==> src/rrb_pkg.sv <==
// Constants and types shared by both ends of the resource register bank
package rrb_pkg;
  // Register indices in the private resource space
  localparam logic [3:0] RRB_A_IN = 4'h0;
  localparam logic [3:0] RRB_A_IP = 4'h1;
  localparam logic [3:0] RRB_A_IUS = 4'h2;
  localparam logic [3:0] RRB_A_OUT = 4'h3;
  localparam logic [3:0] RRB_A_IE = 4'h4;
  localparam logic [3:0] RRB_A_DMAE = 4'h5;
  localparam logic [3:0] RRB_A_DMAEX = 4'h6;
  localparam logic [3:0] RRB_A_VRAM = 4'h7;
  localparam logic [3:0] RRB_A_PINSEL = 4'h8;
  // Highest index that has bit addresses
  localparam logic [3:0] RRB_A_BIT_LAST = 4'h6;
  // Video control field layout
  localparam int RRB_V_W = 7;
  localparam int RRB_V_GRP_LSB = 5;
  localparam int RRB_V_DSFCAS = 4;
  localparam logic [6:0] RRB_V_ONESHOT = 7'h0F;
  localparam logic [6:0] RRB_V_RESET = 7'h60;
  // Reset values of the bit registers
  localparam logic [7:0] RRB_IN_RESET = 8'hFF;
  localparam logic [7:0] RRB_ZERO8 = 8'h00;
  // Channel page size and its last byte offset
  localparam int RRB_PAGE_BYTES = 1024;
  localparam logic [9:0] RRB_PAGE_LAST = 10'(RRB_PAGE_BYTES - 1);
  // Staging states of the hidden video register
  typedef enum logic [1:0] {
    RRB_VS_IDLE = 2'b00,
    RRB_VS_POST = 2'b01,
    RRB_VS_LOCK = 2'b11,
    RRB_VS_LPEND = 2'b10
  } rrb_vstate_e;
endpackage

==> src/rrb_if.sv <==
// Link between the core-side logic and the resource register bank
`timescale 1ns/100ps
interface rrb_if;
  // Register access
  logic [3:0] req_addr;
  logic req_bit;
  logic [2:0] req_idx;
  logic [31:0] req_wdata;
  logic req_we;
  logic req_re;
  logic [31:0] rdata;
  // Consumers and interrupt events
  logic [7:0] vpu_consume;
  logic [7:0] dma_ack;
  logic sw_int;
  logic [2:0] sw_int_lvl;
  logic vec_exec;
  logic [2:0] vec_lvl;
  logic reti;
  // Channel transfer progress
  logic dma_xfer;
  logic [2:0] dma_ch;
  logic [9:0] dma_addr;
  // Memory interface status
  logic posted_busy;
  logic mem_done;
  logic mem_core;
  logic [1:0] mem_grp;
  // Requests and staged video control
  logic irq_req;
  logic [2:0] irq_lvl;
  logic [7:0] dma_req;
  logic [1:0] vram_grp;
  logic [4:0] vram_bits;
  logic vram_locked;
  modport dev (
    input req_addr, req_bit, req_idx, req_wdata, req_we, req_re,
    input vpu_consume, dma_ack, sw_int, sw_int_lvl, vec_exec, vec_lvl,
    input reti, dma_xfer, dma_ch, dma_addr, posted_busy, mem_done,
    input mem_core, mem_grp,
    output rdata, irq_req, irq_lvl, dma_req, vram_grp, vram_bits,
    output vram_locked
  );
  modport host (
    output req_addr, req_bit, req_idx, req_wdata, req_we, req_re,
    output vpu_consume, dma_ack, sw_int, sw_int_lvl, vec_exec, vec_lvl,
    output reti, dma_xfer, dma_ch, dma_addr, posted_busy, mem_done,
    output mem_core, mem_grp,
    input rdata, irq_req, irq_lvl, dma_req, vram_grp, vram_bits,
    input vram_locked
  );
endinterface

==> src/rrb_device.sv <==
// Resource register bank: bit I/O, interrupt, channel and video control
//
// Overview of operation
// - Registers live in private space, word or bit access
// - Unmapped areas read zero, ignore writes
// - Input latch bits stay zero until consumed
// - Latch source is pins or strobed AD lines
// - Level 0 highest, level 7 lowest priority
// - Latch bit or software interrupt sets pending bit
// - Pending plus enable ends zero persistence
// - Vector execution sets in-service, clears pending
// - Return clears highest-priority in-service bit only
// - In-service plus enable ends zero persistence
// - Output bits drive pins and AD when row idle
// - Enabled zero latch bit raises pending interrupt
// - Channel-enabled zero bit requests transfer, then reset
// - Auto-disable clears channel enable at page end
// - Video bits staged in hidden register with group
// - Hidden register locked until core video access
// - Unlocked write copies now or after posted write
// - Locked write waits, overwritable, copied after access
// - Only core accesses consume or reload hidden register
// - Copy clears the four one-shot row bits
// - Video control resets to group 3, bits zero
// - Software keeps row precharge three cycles or more
// - Software stops bus activity before timing changes
//
// Implementation choices: the plain strobed port and the placing of the registers.
`timescale 1ns/100ps
module rrb_device import rrb_pkg::*; (
  // Clock and reset
  input wire logic clk,
  input wire logic resetn,
  // Bit input pins and strobes
  input wire logic [7:0] in_pins,
  input wire logic ras_n,
  input wire logic cas_n,
  // Low address/data lines, two-way
  input wire logic [7:0] ad_in,
  output logic [7:0] ad_out,
  output logic ad_oe,
  // Bit output pins
  output logic [7:0] out_pins,
  // Link to the core side
  rrb_if.dev bus
);
  // First set bit from level 0 upward, with a found flag
  function automatic logic [3:0] rrb_first(input logic [7:0] v);
    logic [3:0] r;
    r = 4'h0;
    for (int i = 7; i >= 0; i--)
    begin
      if (v[i])
        r = {1'b1, 3'(i)};
    end
    return r;
  endfunction

  // Word or single-bit software write on top of hardware value
  function automatic logic [7:0] rrb_sw8(input logic [7:0] hw,
    input logic hit, input logic bitop, input logic [2:0] idx,
    input logic [31:0] wd);
    logic [7:0] r;
    r = hw;
    if (hit && bitop)
      r[idx] = wd[0];
    else if (hit)
      r = wd[7:0];
    return r;
  endfunction

  logic [7:0] in_q, in_d, ip_q, ip_d, ius_q, ius_d, out_q, out_d;
  logic [7:0] ie_q, ie_d, dmae_q, dmae_d, dmaex_q, dmaex_d;
  logic pinsel_q, pinsel_d;
  logic [31:0] rdata_q, rdata_d;
  logic irq_q, irq_d;
  logic [2:0] irql_q, irql_d;
  logic [6:0] vctl_q, vctl_d, hid_q, hid_d;
  rrb_vstate_e vs_q, vs_d;
  logic [7:0] samp, persist, raise, swint, vset, rclr, aclr, dack;
  logic [3:0] pfirst, sfirst;
  logic [7:0] rsel;
  logic bitok, hit_in, hit_ip, hit_ius, hit_out, hit_ie, hit_dmae;
  logic hit_dmaex, vwr, acc, copy;

  // Write decode; bit writes only where bit addresses exist
  assign bitok = !bus.req_bit || (bus.req_addr <= RRB_A_BIT_LAST);
  assign hit_in = bus.req_we && bitok && bus.req_addr == RRB_A_IN;
  assign hit_ip = bus.req_we && bitok && bus.req_addr == RRB_A_IP;
  assign hit_ius = bus.req_we && bitok && bus.req_addr == RRB_A_IUS;
  assign hit_out = bus.req_we && bitok && bus.req_addr == RRB_A_OUT;
  assign hit_ie = bus.req_we && bitok && bus.req_addr == RRB_A_IE;
  assign hit_dmae = bus.req_we && bitok && bus.req_addr == RRB_A_DMAE;
  assign hit_dmaex = bus.req_we && bitok && bus.req_addr == RRB_A_DMAEX;
  assign vwr = bus.req_we && !bus.req_bit && bus.req_addr == RRB_A_VRAM;

  // Priority scan of pending and in-service bits
  assign pfirst = rrb_first(ip_q);
  assign sfirst = rrb_first(ius_q);

  // Bit I/O, interrupt and channel next values
  always_comb
  begin
    // Latch source: pins, or AD while row low and column high
    if (pinsel_q)
      samp = in_pins;
    else if (!ras_n && cas_n)
      samp = ad_in;
    else
      samp = in_q;
    persist = ~((ip_q & ie_q) | (ius_q & ie_q));
    dack = bus.dma_ack & dmae_q;
    in_d = samp & (in_q | ~persist);
    in_d = in_d | bus.vpu_consume | dack;
    in_d = rrb_sw8(in_d, hit_in, bus.req_bit, bus.req_idx,
      bus.req_wdata);
    raise = ~in_q & ie_q & ~dmae_q;
    swint = bus.sw_int ? (8'h01 << bus.sw_int_lvl) : RRB_ZERO8;
    vset = bus.vec_exec ? (8'h01 << bus.vec_lvl) : RRB_ZERO8;
    rclr = (bus.reti && sfirst[3]) ? (8'h01 << sfirst[2:0])
      : RRB_ZERO8;
    // Hardware sets are applied last so they win over clears
    ip_d = rrb_sw8(ip_q & ~vset, hit_ip, bus.req_bit, bus.req_idx,
      bus.req_wdata);
    ip_d = ip_d | raise | swint;
    ius_d = rrb_sw8(ius_q & ~rclr, hit_ius, bus.req_bit, bus.req_idx,
      bus.req_wdata);
    ius_d = ius_d | vset;
    out_d = rrb_sw8(out_q, hit_out, bus.req_bit, bus.req_idx,
      bus.req_wdata);
    ie_d = rrb_sw8(ie_q, hit_ie, bus.req_bit, bus.req_idx,
      bus.req_wdata);
    aclr = (bus.dma_xfer && bus.dma_addr == RRB_PAGE_LAST)
      ? ((8'h01 << bus.dma_ch) & dmaex_q) : RRB_ZERO8;
    dmae_d = rrb_sw8(dmae_q & ~aclr, hit_dmae, bus.req_bit,
      bus.req_idx, bus.req_wdata);
    dmaex_d = rrb_sw8(dmaex_q, hit_dmaex, bus.req_bit, bus.req_idx,
      bus.req_wdata);
    pinsel_d = pinsel_q;
    if (bus.req_we && !bus.req_bit && bus.req_addr == RRB_A_PINSEL)
      pinsel_d = bus.req_wdata[0];
    // Interrupt request when top pending beats top in-service
    irq_d = pfirst[3] && (!sfirst[3] || pfirst[2:0] < sfirst[2:0]);
    irql_d = pfirst[2:0];
  end

  // Read data, one cycle after the strobe; unmapped reads zero
  always_comb
  begin
    case (bus.req_addr)
      RRB_A_IN: rsel = in_q;
      RRB_A_IP: rsel = ip_q;
      RRB_A_IUS: rsel = ius_q;
      RRB_A_OUT: rsel = out_q;
      RRB_A_IE: rsel = ie_q;
      RRB_A_DMAE: rsel = dmae_q;
      RRB_A_DMAEX: rsel = dmaex_q;
      RRB_A_VRAM: rsel = {1'b0, vctl_q};
      RRB_A_PINSEL: rsel = {7'h00, pinsel_q};
      default: rsel = RRB_ZERO8;
    endcase
    rdata_d = 32'h00000000;
    if (bus.req_re && bus.req_bit && bitok)
      rdata_d = {31'h00000000, rsel[bus.req_idx]};
    else if (bus.req_re && !bus.req_bit)
      rdata_d = {24'h000000, rsel};
  end

  // Video control staging through the hidden register
  always_comb
  begin
    acc = bus.mem_done && bus.mem_core
      && bus.mem_grp == hid_q[RRB_V_GRP_LSB +: 2];
    copy = 1'b0;
    vs_d = vs_q;
    case (vs_q)
      RRB_VS_IDLE:
      begin
        if (vwr)
          vs_d = RRB_VS_POST;
      end
      RRB_VS_POST:
      begin
        if (!bus.posted_busy)
        begin
          copy = 1'b1;
          vs_d = vwr ? RRB_VS_LPEND : RRB_VS_LOCK;
        end
      end
      RRB_VS_LOCK:
      begin
        if (vwr)
          vs_d = RRB_VS_LPEND;
        else if (acc)
          vs_d = RRB_VS_IDLE;
      end
      RRB_VS_LPEND:
      begin
        if (acc)
        begin
          copy = 1'b1;
          vs_d = vwr ? RRB_VS_LPEND : RRB_VS_LOCK;
        end
      end
      default: vs_d = RRB_VS_IDLE;
    endcase
    hid_d = copy ? vctl_q : hid_q;
    if (vwr)
      vctl_d = bus.req_wdata[RRB_V_W-1:0];
    else if (copy)
      vctl_d = vctl_q & ~RRB_V_ONESHOT;
    else
      vctl_d = vctl_q;
  end

  // State registers
  always_ff @(posedge clk or negedge resetn)
  begin
    if (!resetn)
    begin
      in_q <= RRB_IN_RESET;
      ip_q <= RRB_ZERO8;
      ius_q <= RRB_ZERO8;
      out_q <= RRB_ZERO8;
      ie_q <= RRB_ZERO8;
      dmae_q <= RRB_ZERO8;
      dmaex_q <= RRB_ZERO8;
      pinsel_q <= 1'b0;
      rdata_q <= 32'h00000000;
      irq_q <= 1'b0;
      irql_q <= 3'h0;
      vctl_q <= RRB_V_RESET;
      hid_q <= RRB_V_RESET;
      vs_q <= RRB_VS_IDLE;
    end
    else
    begin
      in_q <= in_d;
      ip_q <= ip_d;
      ius_q <= ius_d;
      out_q <= out_d;
      ie_q <= ie_d;
      dmae_q <= dmae_d;
      dmaex_q <= dmaex_d;
      pinsel_q <= pinsel_d;
      rdata_q <= rdata_d;
      irq_q <= irq_d;
      irql_q <= irql_d;
      vctl_q <= vctl_d;
      hid_q <= hid_d;
      vs_q <= vs_d;
    end
  end

  // Outputs to pins and to the core side
  assign out_pins = out_q;
  assign ad_out = out_q;
  assign ad_oe = ras_n;
  assign bus.rdata = rdata_q;
  assign bus.irq_req = irq_q;
  assign bus.irq_lvl = irql_q;
  assign bus.dma_req = ~in_q & dmae_q;
  assign bus.vram_grp = hid_q[RRB_V_GRP_LSB +: 2];
  assign bus.vram_bits = hid_q[RRB_V_DSFCAS:0];
  assign bus.vram_locked = vs_q[1];
endmodule

==> src/flat_wrapper.sv <==
// flat-port wrapper written by rule: the top's interface ports become plain ports
module rrb_device_flat import rrb_pkg::*;
  (clk, resetn, in_pins, ras_n, cas_n, ad_in, ad_out, ad_oe, out_pins, bus_req_addr, bus_req_bit, bus_req_idx, bus_req_wdata, bus_req_we, bus_req_re, bus_vpu_consume, bus_dma_ack, bus_sw_int, bus_sw_int_lvl, bus_vec_exec, bus_vec_lvl, bus_reti, bus_dma_xfer, bus_dma_ch, bus_dma_addr, bus_posted_busy, bus_mem_done, bus_mem_core, bus_mem_grp, bus_rdata, bus_irq_req, bus_irq_lvl, bus_dma_req, bus_vram_grp, bus_vram_bits, bus_vram_locked);
  rrb_if bus_i ();
  input wire logic clk;
  input wire logic resetn;
  input wire logic [7:0] in_pins;
  input wire logic ras_n;
  input wire logic cas_n;
  input wire logic [7:0] ad_in;
  output logic [7:0] ad_out;
  output logic ad_oe;
  output logic [7:0] out_pins;
  input wire logic [$bits(bus_i.req_addr)-1:0] bus_req_addr;
  input wire logic [$bits(bus_i.req_bit)-1:0] bus_req_bit;
  input wire logic [$bits(bus_i.req_idx)-1:0] bus_req_idx;
  input wire logic [$bits(bus_i.req_wdata)-1:0] bus_req_wdata;
  input wire logic [$bits(bus_i.req_we)-1:0] bus_req_we;
  input wire logic [$bits(bus_i.req_re)-1:0] bus_req_re;
  input wire logic [$bits(bus_i.vpu_consume)-1:0] bus_vpu_consume;
  input wire logic [$bits(bus_i.dma_ack)-1:0] bus_dma_ack;
  input wire logic [$bits(bus_i.sw_int)-1:0] bus_sw_int;
  input wire logic [$bits(bus_i.sw_int_lvl)-1:0] bus_sw_int_lvl;
  input wire logic [$bits(bus_i.vec_exec)-1:0] bus_vec_exec;
  input wire logic [$bits(bus_i.vec_lvl)-1:0] bus_vec_lvl;
  input wire logic [$bits(bus_i.reti)-1:0] bus_reti;
  input wire logic [$bits(bus_i.dma_xfer)-1:0] bus_dma_xfer;
  input wire logic [$bits(bus_i.dma_ch)-1:0] bus_dma_ch;
  input wire logic [$bits(bus_i.dma_addr)-1:0] bus_dma_addr;
  input wire logic [$bits(bus_i.posted_busy)-1:0] bus_posted_busy;
  input wire logic [$bits(bus_i.mem_done)-1:0] bus_mem_done;
  input wire logic [$bits(bus_i.mem_core)-1:0] bus_mem_core;
  input wire logic [$bits(bus_i.mem_grp)-1:0] bus_mem_grp;
  output wire logic [$bits(bus_i.rdata)-1:0] bus_rdata;
  output wire logic [$bits(bus_i.irq_req)-1:0] bus_irq_req;
  output wire logic [$bits(bus_i.irq_lvl)-1:0] bus_irq_lvl;
  output wire logic [$bits(bus_i.dma_req)-1:0] bus_dma_req;
  output wire logic [$bits(bus_i.vram_grp)-1:0] bus_vram_grp;
  output wire logic [$bits(bus_i.vram_bits)-1:0] bus_vram_bits;
  output wire logic [$bits(bus_i.vram_locked)-1:0] bus_vram_locked;
  assign bus_i.req_addr = bus_req_addr;
  assign bus_i.req_bit = bus_req_bit;
  assign bus_i.req_idx = bus_req_idx;
  assign bus_i.req_wdata = bus_req_wdata;
  assign bus_i.req_we = bus_req_we;
  assign bus_i.req_re = bus_req_re;
  assign bus_i.vpu_consume = bus_vpu_consume;
  assign bus_i.dma_ack = bus_dma_ack;
  assign bus_i.sw_int = bus_sw_int;
  assign bus_i.sw_int_lvl = bus_sw_int_lvl;
  assign bus_i.vec_exec = bus_vec_exec;
  assign bus_i.vec_lvl = bus_vec_lvl;
  assign bus_i.reti = bus_reti;
  assign bus_i.dma_xfer = bus_dma_xfer;
  assign bus_i.dma_ch = bus_dma_ch;
  assign bus_i.dma_addr = bus_dma_addr;
  assign bus_i.posted_busy = bus_posted_busy;
  assign bus_i.mem_done = bus_mem_done;
  assign bus_i.mem_core = bus_mem_core;
  assign bus_i.mem_grp = bus_mem_grp;
  assign bus_rdata = bus_i.rdata;
  assign bus_irq_req = bus_i.irq_req;
  assign bus_irq_lvl = bus_i.irq_lvl;
  assign bus_dma_req = bus_i.dma_req;
  assign bus_vram_grp = bus_i.vram_grp;
  assign bus_vram_bits = bus_i.vram_bits;
  assign bus_vram_locked = bus_i.vram_locked;
  rrb_device u_core (.clk(clk), .resetn(resetn), .in_pins(in_pins), .ras_n(ras_n), .cas_n(cas_n), .ad_in(ad_in), .ad_out(ad_out), .ad_oe(ad_oe), .out_pins(out_pins), .bus(bus_i));
endmodule
==> config.mk <==
export PLATFORM = sky130hd
export DESIGN_NAME = rrb_device_flat
export DESIGN_NICKNAME = d
export VERILOG_FILES = /design/src/rrb_pkg.sv /design/src/rrb_if.sv /design/src/rrb_device.sv /design/src/flat_wrapper.sv
export SDC_FILE = /design/constraint.sdc
export NUM_CORES = 1
export LEC_CHECK = 0
export ABC_CLOCK_PERIOD_IN_PS = 5150
export BUFFER_PORTS_ARGS = -buffer_cell sky130_fd_sc_hd__buf_4
export CAP_MARGIN = 20
export CORE_ASPECT_RATIO = 0.8
export CORE_MARGIN = 5
export CORE_UTILIZATION = 57
export CTS_BUF_LIST = sky130_fd_sc_hd__clkbuf_16
export DETAILED_ROUTE_END_ITERATION = 16
export GPL_TIMING_DRIVEN = 0
export PLACE_DENSITY = 0.87
export SYNTH_ARGS = -nofsm -noshare
export SYNTH_HDL_FRONTEND = slang
export SYNTH_SLANG_ARGS = --single-unit
==> constraint.sdc <==
create_clock -name clk -period 5.15 [get_ports clk]
set_clock_uncertainty 0.05 [all_clocks]
set_input_delay 0 -clock clk [delete_from_list [all_inputs] [get_ports clk]]
set_output_delay 0 -clock clk [all_outputs]
set_load 0.05 [all_outputs]
# Word-level counts from Yosys, hierarchy flattened
# Cells that the tools add are included.
dict set report totals {
  romBits 0
  in_bits 106
  mem_bits_rw 0
  latchBits 0
  wordCells 167
  mem_count 0
  output_inout_bits 69
  register_bits 109
}
dict set report op_classes {
  n_reduce_logical 40
  bitwise_logic 25
  n_mul 0
  addsub 0
  shifts 4
  mux 62
  order_cmp 4
  eq_ne 17
  div_mod_pow 0
}
# op count
set ops {}
lappend ops {{two-way mux 8 bit} 21}
lappend ops {{AND 8 bit} 11}
lappend ops {{case mux 8 bit (9 select lines)} 1}
lappend ops {{two-way mux 4 bit} 17}
lappend ops {{bitwise mux 8 bit} 7}
lappend ops {{NOT 8 bit} 7}
lappend ops {{bitwise OR 8 bit} 7}
lappend ops {{two-way mux 32 bit} 1}
lappend ops {{left shift 1 x 3 -> 8 bit (first input constant)} 4}
lappend ops {{logical AND 1 bit} 28}
lappend ops {{== test 4 x 3 -> 1 bit (second input constant)} 4}
lappend ops {{== test 10 bit (second input constant)} 1}
lappend ops {{two-way mux 2 bit} 5}
lappend ops {{== test 4 x 2 -> 1 bit (second input constant)} 2}
lappend ops {{case mux 2 bit (4 select lines)} 1}
lappend ops {{nonzero test 2 bit} 4}
lappend ops {{two-way mux 7 bit} 1}
lappend ops {{two-way mux 1 bit} 5}
lappend ops {{== test 2 bit (second input constant)} 2}
lappend ops {{== test 4 x 1 -> 1 bit (second input constant)} 1}
lappend ops {{== test 4 bit (second input constant)} 1}
lappend ops {{less-or-equal comparator 4 x 3 -> 1 bit (second input constant)} 1}
lappend ops {{zero test 4 bit} 1}
lappend ops {{less-than comparator 3 x 4 -> 1 bit (second input constant)} 1}
lappend ops {{14 further kinds} 18}

# Logic depth before layout (Yosys ltp)
# Gate-level depths: netlist of run 1.
dict set report depth {
  depth_word 15
  ltp_mapped 9
  mapped_depth_nobuf 8
}

# Worst setup path before layout of run 1
# Ideal clock, no wire load.
dict set report synth_timing {
  path_kind {register -> register}
  startpoint {register u_core.vs_q[1]}
  endpoint {register u_core.hid_q[0]}
  setup_slack_ns 3.064
  n_path_buf 1
  arrival_time_ns 1.911
  stages_incl_launch_ff 8
  t_required_ns 4.975
  period_less_slack_ns 2.086
  cell_sequence {dfrtp_1 -> inv_1 -> ha_1 -> nor2b_1 -> a21oi_1 -> nand2b_1 -> buf_2 -> mux2_2}
}
dict set report synth_via {
  elab_chain_cells 2
  word_cells_on_any_way 3
  classes_between {eq/ne: 2; mux: 1}
}
# element line
set synth_rtl {}
lappend synth_rtl {{from (decl)} rrb_device.sv:79} ;# rrb_vstate_e vs_q, vs_d;
lappend synth_rtl {{from (signal assigned)} rrb_device.sv:251} ;# vs_q <= vs_d;
lappend synth_rtl {{== test 2 bit or == test 2 x 1 -> 1 bit (tied branches)} rrb_device.sv:176} ;# case (vs_q)
lappend synth_rtl {{case mux 1 bit (2 select lines) *} rrb_device.sv:176}
lappend synth_rtl {{to (signal assigned)} rrb_device.sv:250} ;# hid_q <= hid_d;
lappend synth_rtl {{to (decl)} rrb_device.sv:78} ;# logic [6:0] vctl_q, vctl_d, hid_q, hid_d;
# Mark *: on every way between the ends. The rest lies on a longest branch, timed or not.
# A chain may end at the register's enable or synchronous reset.

# Worst setup path after layout of run 1
dict set report layout_timing {
  startpoint {register u_core.ius_q[0]}
  endpoint {register u_core.rdata_q[0] (netlist: u_core.bus.rdata[0])}
}
dict set report layout_via {
  elab_chain_cells 4
  word_cells_on_any_way 5
  classes_between {mux: 5}
}
# element line
set layout_rtl {}
lappend layout_rtl {{from (decl)} rrb_device.sv:72} ;# logic [7:0] in_q, in_d, ip_q, ip_d, ius_q, ius_d, out_q, out_d;
lappend layout_rtl {{from (signal assigned)} rrb_device.sv:240} ;# ius_q <= ius_d;
lappend layout_rtl {{case mux 8 bit (9 select lines) *} rrb_device.sv:150} ;# case (bus.req_addr)
lappend layout_rtl {{binary-select mux 1 bit (select 3 bit)} rrb_device.sv:164} ;# rdata_d = {31'h00000000, rsel[bus.req_idx]};
lappend layout_rtl {{two-way mux 1 bit (implied by the code)} rrb_device.sv:164}
lappend layout_rtl {{two-way mux 32 bit *} rrb_device.sv:163} ;# if (bus.req_re && bus.req_bit && bitok)
lappend layout_rtl {{via u_core.rdata_d[0]} rrb_device.sv:75} ;# logic [31:0] rdata_q, rdata_d;
lappend layout_rtl {{to (signal assigned)} rrb_device.sv:246} ;# rdata_q <= rdata_d;
lappend layout_rtl {{to (decl)} rrb_device.sv:75}
# Mark *: on every way through the listed nets, which the timed path passes. The rest lies on a longest branch. The select of a mux whose other input is x is not followed.

==> flow_metrics.tcl, run 1 <==
set metrics [dict create \
    startpoint_type "flip-flop" \
    vdd_ir_drop_max_uv 172 \
    firstDrtPassIters 6 \
    async_flop_share_pct 100 \
    r2r_start "u_core.ius_q[0]" \
    synthSimpleGateAreaFrac_pct 21.7 \
    gp_congestion 1.03 \
    finalCoreUtilization_pct 75.0 \
    die_area_mm2 0.0128 \
    multi_input_area_mm2 0.00348 \
    drv_cap 0 \
    yosysSeqAreaShare_pct 35.4 \
    cts.htree.levels 3 \
    grt_pass1_vias 6570 \
    wl_um 25500 \
    layout_min_cycle_time_ns 2.25 \
    clockBufferDepth 2 \
    p_int_uw 1570 \
    synthCells 706 \
    setup_ws_ns 2.90 \
    via_count 6802 \
    endpoint "u_core.bus.rdata[0]" \
    fin_nets 995 \
    end_kind "flip-flop" \
    rsz0062_at_grt "no" \
    drv_slew 0 \
    synthMuxAreaShare_pct 9.83 \
    io_pins 175 \
    synth_top_family_by_area "compound AO/OA/AOI/OAI gates" \
    p_per_area_mw_per_mm2 347 \
    worst_ep_required_time_ns 5.30 \
    hold_class "in2async" \
    synth_compound_gate_area_share_pct 22.8 \
    outcome "complete, no violations" \
    pre_cts_ws_ns 2.96 \
    grt_pass1_wl_um 37900 \
    yosysTopAreaCell "dfrtp_1" \
    viasPerCell 6.62 \
    startpoint "u_core.ius_q[0]" \
    rows 33 \
    synth-adder-area-share_pct 1.45 \
    p_switching_uw 1110 \
    critical_path_arrival_ns 2.39 \
    antenna_found_initial 1 \
    path_max_fanout 8 \
    synth_cell_types 66 \
    design_area_mm2 0.00774 \
    path_class "reg2reg" \
    hpwl_um 18900 \
    grt_max_degree 86 \
    synthTopCellsByCount "dfrtp_1 (73), nand2_1 (65), a21oi_1 (64)" \
    synth-seq-cells 85 \
    synth_edf_count 0 \
    start_util_pct 58.7 \
    hold_viol_final 0 \
    track_usage_pct 39.2 \
    placedInstanceArea_mm2 0.00723 \
    cts.sinks 85 \
    die_x_um 125 \
    p_clk_share_pct 24.5 \
    power_frac_comb_pct 38.4 \
    cts.clk_slew.worst_paths_ns 0.07 \
    overflow 0 \
    synth.most_common_cell "dfrtp_1" \
    syn_to_final_growth_pct 27.8 \
    cts_buffers 9 \
    port_buffers 122 \
    max_freq_mhz 445 \
    synth-xor-area-share_pct 0.289 \
    diodes 0 \
    cts_root_buf "clkbuf_16" \
    drtIter0Drc 1162 \
    drc 0 \
    netlist_area_mm2 0.00606 \
    power_switching_share_pct 41.5 \
    r2r-end "u_core.bus.rdata[0]" \
    seq_area_mm2 0.00214 \
    relSlewSlack_pct 36.1 \
    fp.dieH_um 102 \
    core_mm2 0.0103 \
    wl_per_cell_um 24.8 \
    yosys_warnings 0 \
    post_cts_resized 0 \
    period_share_pct 43.6 \
    ys_top_cells_by_area "dfrtp_1 (30%), a21oi_1 (5.3%), dfstp_2 (5.2%)" \
    finalSetupTns_ns 0 \
    p_seq_share_pct 37.1 \
    drtAntennaViolNets 0 \
    drive_gt1_share_pct 26.2 \
    reg2reg_slack_ns 2.90 \
    setup_viol 0 \
    yosysTopAreaCellShare_pct 30.2 \
    cts_tree "yes" \
    ys.flop_type "dfrtp_1" \
    num-fill-cells 801 \
    avgSynthCellArea_um2 8.58 \
    tightest_slew_ns 0.950 \
    insertion_delay_ns 0.35 \
    leakagePower_uw 0.00342 \
    reg2regPathDepth 7 \
]
sequential cells by signal, indices dropped and copies added, names as in the netlist:
signal              cells
u_core.vctl_q           7
u_core.bus.rdata        8
u_core.pinsel_q         1
u_core.hid_q            7
u_core.ie_q             8
u_core.ip_q             8
u_core.dmae_q           8
u_core.in_q             8
u_core.vs_q             2
u_core.ius_q            8
u_core.dmaex_q          8
u_core.ad_out           8
u_core.bus.irq_lvl      3
u_core.bus.irq_req      1
power by group through the flow:
stage	registers [µW]	logic [µW]	clock network, µW
after global placement	979	955	0
after detailed placement	985	988	0
final	994	1030	656
after floorplan	1050	560	0
after CTS	974	1000	647
after global routing	999	1090	683
critical path, cell delays in order (launching register included):
cell and delay (ns):
dfrtp_1 0.36, clkbuf_1 0.21, mux2_4 0.32, a222oi_1 0.41, a221o_2 0.27, o311ai_1 0.10
nor3_1 0.22, a41oi_1 0.16
routing by layer:
layer | GRT usage [%] | share of wire [%] | vias to the layer above
met2 | 59.4 | 42 | 573
met1 | 51.1 | 36 | 3195
met3 | 15.6 | 16 | 134
met5 | 0 | 0.043 | -
li1 | - | - | 2898
met4 | 15.3 | 5.0 | 2
cells by family after synthesis:
kind of cell    count (synthesis)
xor+xnor                        2
other cells                     1
compound gates                217
simple gates                  253
mux                            52
buf+inv                        89
fa+ha+maj                       7
flops                          85
area by class of cell:
cell class                 count  share of cell area (%)
buffer                        75                    6.00
clock buffer                   9                    2.91
clock inverter                 7                   0.776
inverter                      14                   0.679
multi-input combinational    555                    45.0
sequential                    85                    27.7
tap                          140                    2.26
timing repair buffer         142                    14.7
stage by stage:
stage / hold WS, ns / power (µW) / instances
floorplan: -0.346 / 1610 / 729
global placement: 0.193 / 1930 / 991
detailed placement: 0.216 / 1970 / 991
CTS: 0.0350 / 2620 / 1025
global route: 0.0440 / 2770 / 1027
finish: 0.0198 / 2680 / 1027
cells in the final DEF, fill, tap and decap left out, types with 8 or more instances in the layout:
master,netlist,routed
dfstp_2,12,12
buf_2,10,10
mux2i_1,31,31
o211ai_1,13,13
dfrtp_1,73,73
conb_1,1,24
o21ai_0,40,40
nand2_1,65,65
nand3_1,29,29
o22ai_1,31,31
buf_4,37,159
a21oi_1,64,64
inv_1,14,17
nor2b_1,31,31
a31oi_1,8,8
nor3_1,13,13
nor2_1,44,44
clkbuf_16,0,9
o31ai_1,9,9
nand4_1,9,9
dlygate4sd3_1,0,18
nand2b_1,29,29
o221ai_1,9,9
clkbuf_1,24,24
mux2_2,16,16
how the worst min path moves through the flow:
stage	startpoint	endpoint	slack, ns	cells after the start
3_5_place_dp	resetn	u_core.vctl_q[3]	0.22	1
4_1_cts	bus_dma_ch[1]	u_core.dmae_q[1]	0.03	5
5_1_grt	resetn	u_core.hid_q[1]	0.04	2
3_3_place_gp	resetn	u_core.hid_q[1]	0.19	1
6_report	resetn	u_core.hid_q[1]	0.02	2
2_1_floorplan	resetn	u_core.ad_out[0]	-0.35	0
what timing repair did:
action / 4_1_cts / 5_1_grt
hold buffers: 18 / 0
setup buffers: 0 / 0
hold endpoints to repair: 106 / 0
Note: power is estimated with default switching activity, not from simulation.
==> run 2: changes to the inputs <==
--- a/config.mk
+++ b/config.mk
@@ -5,16 +5,16 @@
 export SDC_FILE = /design/constraint.sdc
 export NUM_CORES = 1
 export LEC_CHECK = 0
-export ABC_CLOCK_PERIOD_IN_PS = 5150
+export ABC_CLOCK_PERIOD_IN_PS = 2200
 export BUFFER_PORTS_ARGS = -buffer_cell sky130_fd_sc_hd__buf_4
 export CAP_MARGIN = 20
 export CORE_ASPECT_RATIO = 0.8
 export CORE_MARGIN = 5
-export CORE_UTILIZATION = 57
+export CORE_UTILIZATION = 53
 export CTS_BUF_LIST = sky130_fd_sc_hd__clkbuf_16
 export DETAILED_ROUTE_END_ITERATION = 16
 export GPL_TIMING_DRIVEN = 0
-export PLACE_DENSITY = 0.87
+export PLACE_DENSITY = 0.81
 export SYNTH_ARGS = -nofsm -noshare
 export SYNTH_HDL_FRONTEND = slang
 export SYNTH_SLANG_ARGS = --single-unit
==> constraint.sdc (replaced) <==
create_clock -name clk -period 2.2 [get_ports clk]
set_clock_uncertainty 0.05 [all_clocks]
set_input_delay 0 -clock clk [delete_from_list [all_inputs] [get_ports clk]]
set_output_delay 0 -clock clk [all_outputs]
set_load 0.05 [all_outputs]
==> flow_metrics.tcl, run 2 (synthesized netlist as in run 1, its figures left out) <==
set metrics [dict create \
    path_max_fanout 6 \
    drtAntennaViolNets 0 \
    rows 34 \
    final_cell_mix "buf_4 (159), dfrtp_1 (73), nand2_1 (65), a21oi_1 (63), nor2_1 (44)" \
    firstDrtPassIters 8 \
    critical_path_arrival_ns 2.35 \
    finalSetupTns_ns 0 \
    vdd_ir_drop_max_uv 540 \
    diodes 0 \
    insertion_delay_ns 0.35 \
    p_per_area_mw_per_mm2 817 \
    tightest_slew_ns 1.06 \
    clockBufferDepth 2 \
    cts_buffers 9 \
    rsz0062_at_grt "no" \
    path_class "reg2reg" \
    io_pins 175 \
    cts_tree "yes" \
    hpwl_um 19100 \
    startpoint_type "flip-flop" \
    cts.sinks 85 \
    start_util_pct 55.0 \
    wl_um 25300 \
    grt_pass1_vias 6495 \
    drtIter0Drc 923 \
    seq_area_mm2 0.00214 \
    outcome "complete, no violations" \
    grt_max_degree 86 \
    hold_viol_final 0 \
    syn_to_final_growth_pct 27.2 \
    final_common_cell "buf_4" \
    drv_cap 0 \
    setup_ws_ns 0.0752 \
    cts.clk_slew.worst_paths_ns 0.07 \
    end_kind "flip-flop" \
    port_buffers 122 \
    cts.htree.levels 3 \
    viasPerCell 6.47 \
    via_count 6628 \
    track_usage_pct 36.6 \
    fin_nets 989 \
    num-fill-cells 880 \
    antenna_found_initial 0 \
    period_share_pct 96.6 \
    core_mm2 0.0110 \
    die_area_mm2 0.0137 \
    fp.dieH_um 106 \
    drive_gt1_share_pct 26.8 \
    gp_congestion 1.04 \
    p_total_uw 6300 \
    die_x_um 130 \
    drc 0 \
    hold_class "in2async" \
    cts_root_buf "clkbuf_16" \
    setup_viol 0 \
    max_freq_mhz 471 \
    multi_input_area_mm2 0.00349 \
    drv_slew 0 \
    post_cts_buffers 0 \
    layout_min_cycle_time_ns 2.12 \
    relSlewSlack_pct 28.7 \
    grt_pass1_wl_um 38000 \
    pre_cts_ws_ns 0.102 \
    overflow 0 \
    wl_per_cell_um 24.7 \
    worst_ep_required_time_ns 2.42 \
    leakagePower_uw 0.00339 \
]
run 2: final cells by class:
cell class / count / area share (%)
clock buffer: 9 / 2.92
tap: 144 / 2.34
multi-input combinational: 555 / 45.3
inverter: 14 / 0.682
clock inverter: 7 / 0.958
sequential: 85 / 27.8
timing repair buffer: 137 / 14.1
buffer: 74 / 5.97
run 2: critical path, cell delays in order (launching register included):
cell and delay, ns:
dfrtp_1 0.52, or4_1 0.61, a21oi_2 0.18, ha_1 0.25, o22ai_1 0.22, o22ai_1 0.12
nor2_1 0.10
run 2: final timing paths:
kind | startpoint | end | slack, ns | depth (start not counted)
min reg2reg | u_core.vctl_q[5] | u_core.vctl_q[5] | 0.43 | 2
max | u_core.ip_q[2] | u_core.bus.irq_req | 0.08 | 6
max reg2reg | u_core.ip_q[2] | u_core.bus.irq_req | 0.08 | 6
min | resetn | u_core.bus.rdata[3] | 0.02 | 2
max in group asynchronous | resetn | u_core.in_q[5] | 1.39 | 3
min in group clk | bus_vec_lvl[0] | u_core.ius_q[4] | 0.02 | 4
run 2: repair_timing:
item / 4_1_cts / 5_1_grt
setup endpoints to repair: 0 / 2
gates resized for setup: 0 / 1
hold endpoints to repair: 98 / 0
hold buffers: 13 / 0
run 2: layer usage:
layer / GRT usage (%) / up-vias / routed length (µm)
met5: 0 / - / 0
met4: 10.4 / 0 / 822
met3: 13.7 / 78 / 3820
met2: 53.4 / 555 / 10900
met1: 51.1 / 3117 / 9710
li1: - / 2878 / -
run 2: power by group:
group | total, µW | switching, µW | leakage [µW] | internal, µW
logic | 2420 | 1490 | 0.00219 | 924
registers | 2290 | 410 | 0.00106 | 1880
clock network | 1590 | 701 | 0.000136 | 885
total | 6300 | 2600 | 0.00339 | 3690
run 2: through the flow:
stage / utilization [%] / cell area (µm²) / hold slack, ns / std cells
floorplan: - / 6140 / -0.346 / 729
global placement: 65.7 / 7240 / 0.200 / 995
detailed placement: 65.7 / 7240 / 0.216 / 995
CTS: 69.6 / 7670 / 0.00658 / 1024
global route: 70.0 / 7710 / 0.0295 / 1025
finish: 70.0 / 7710 / 0.0192 / 1025
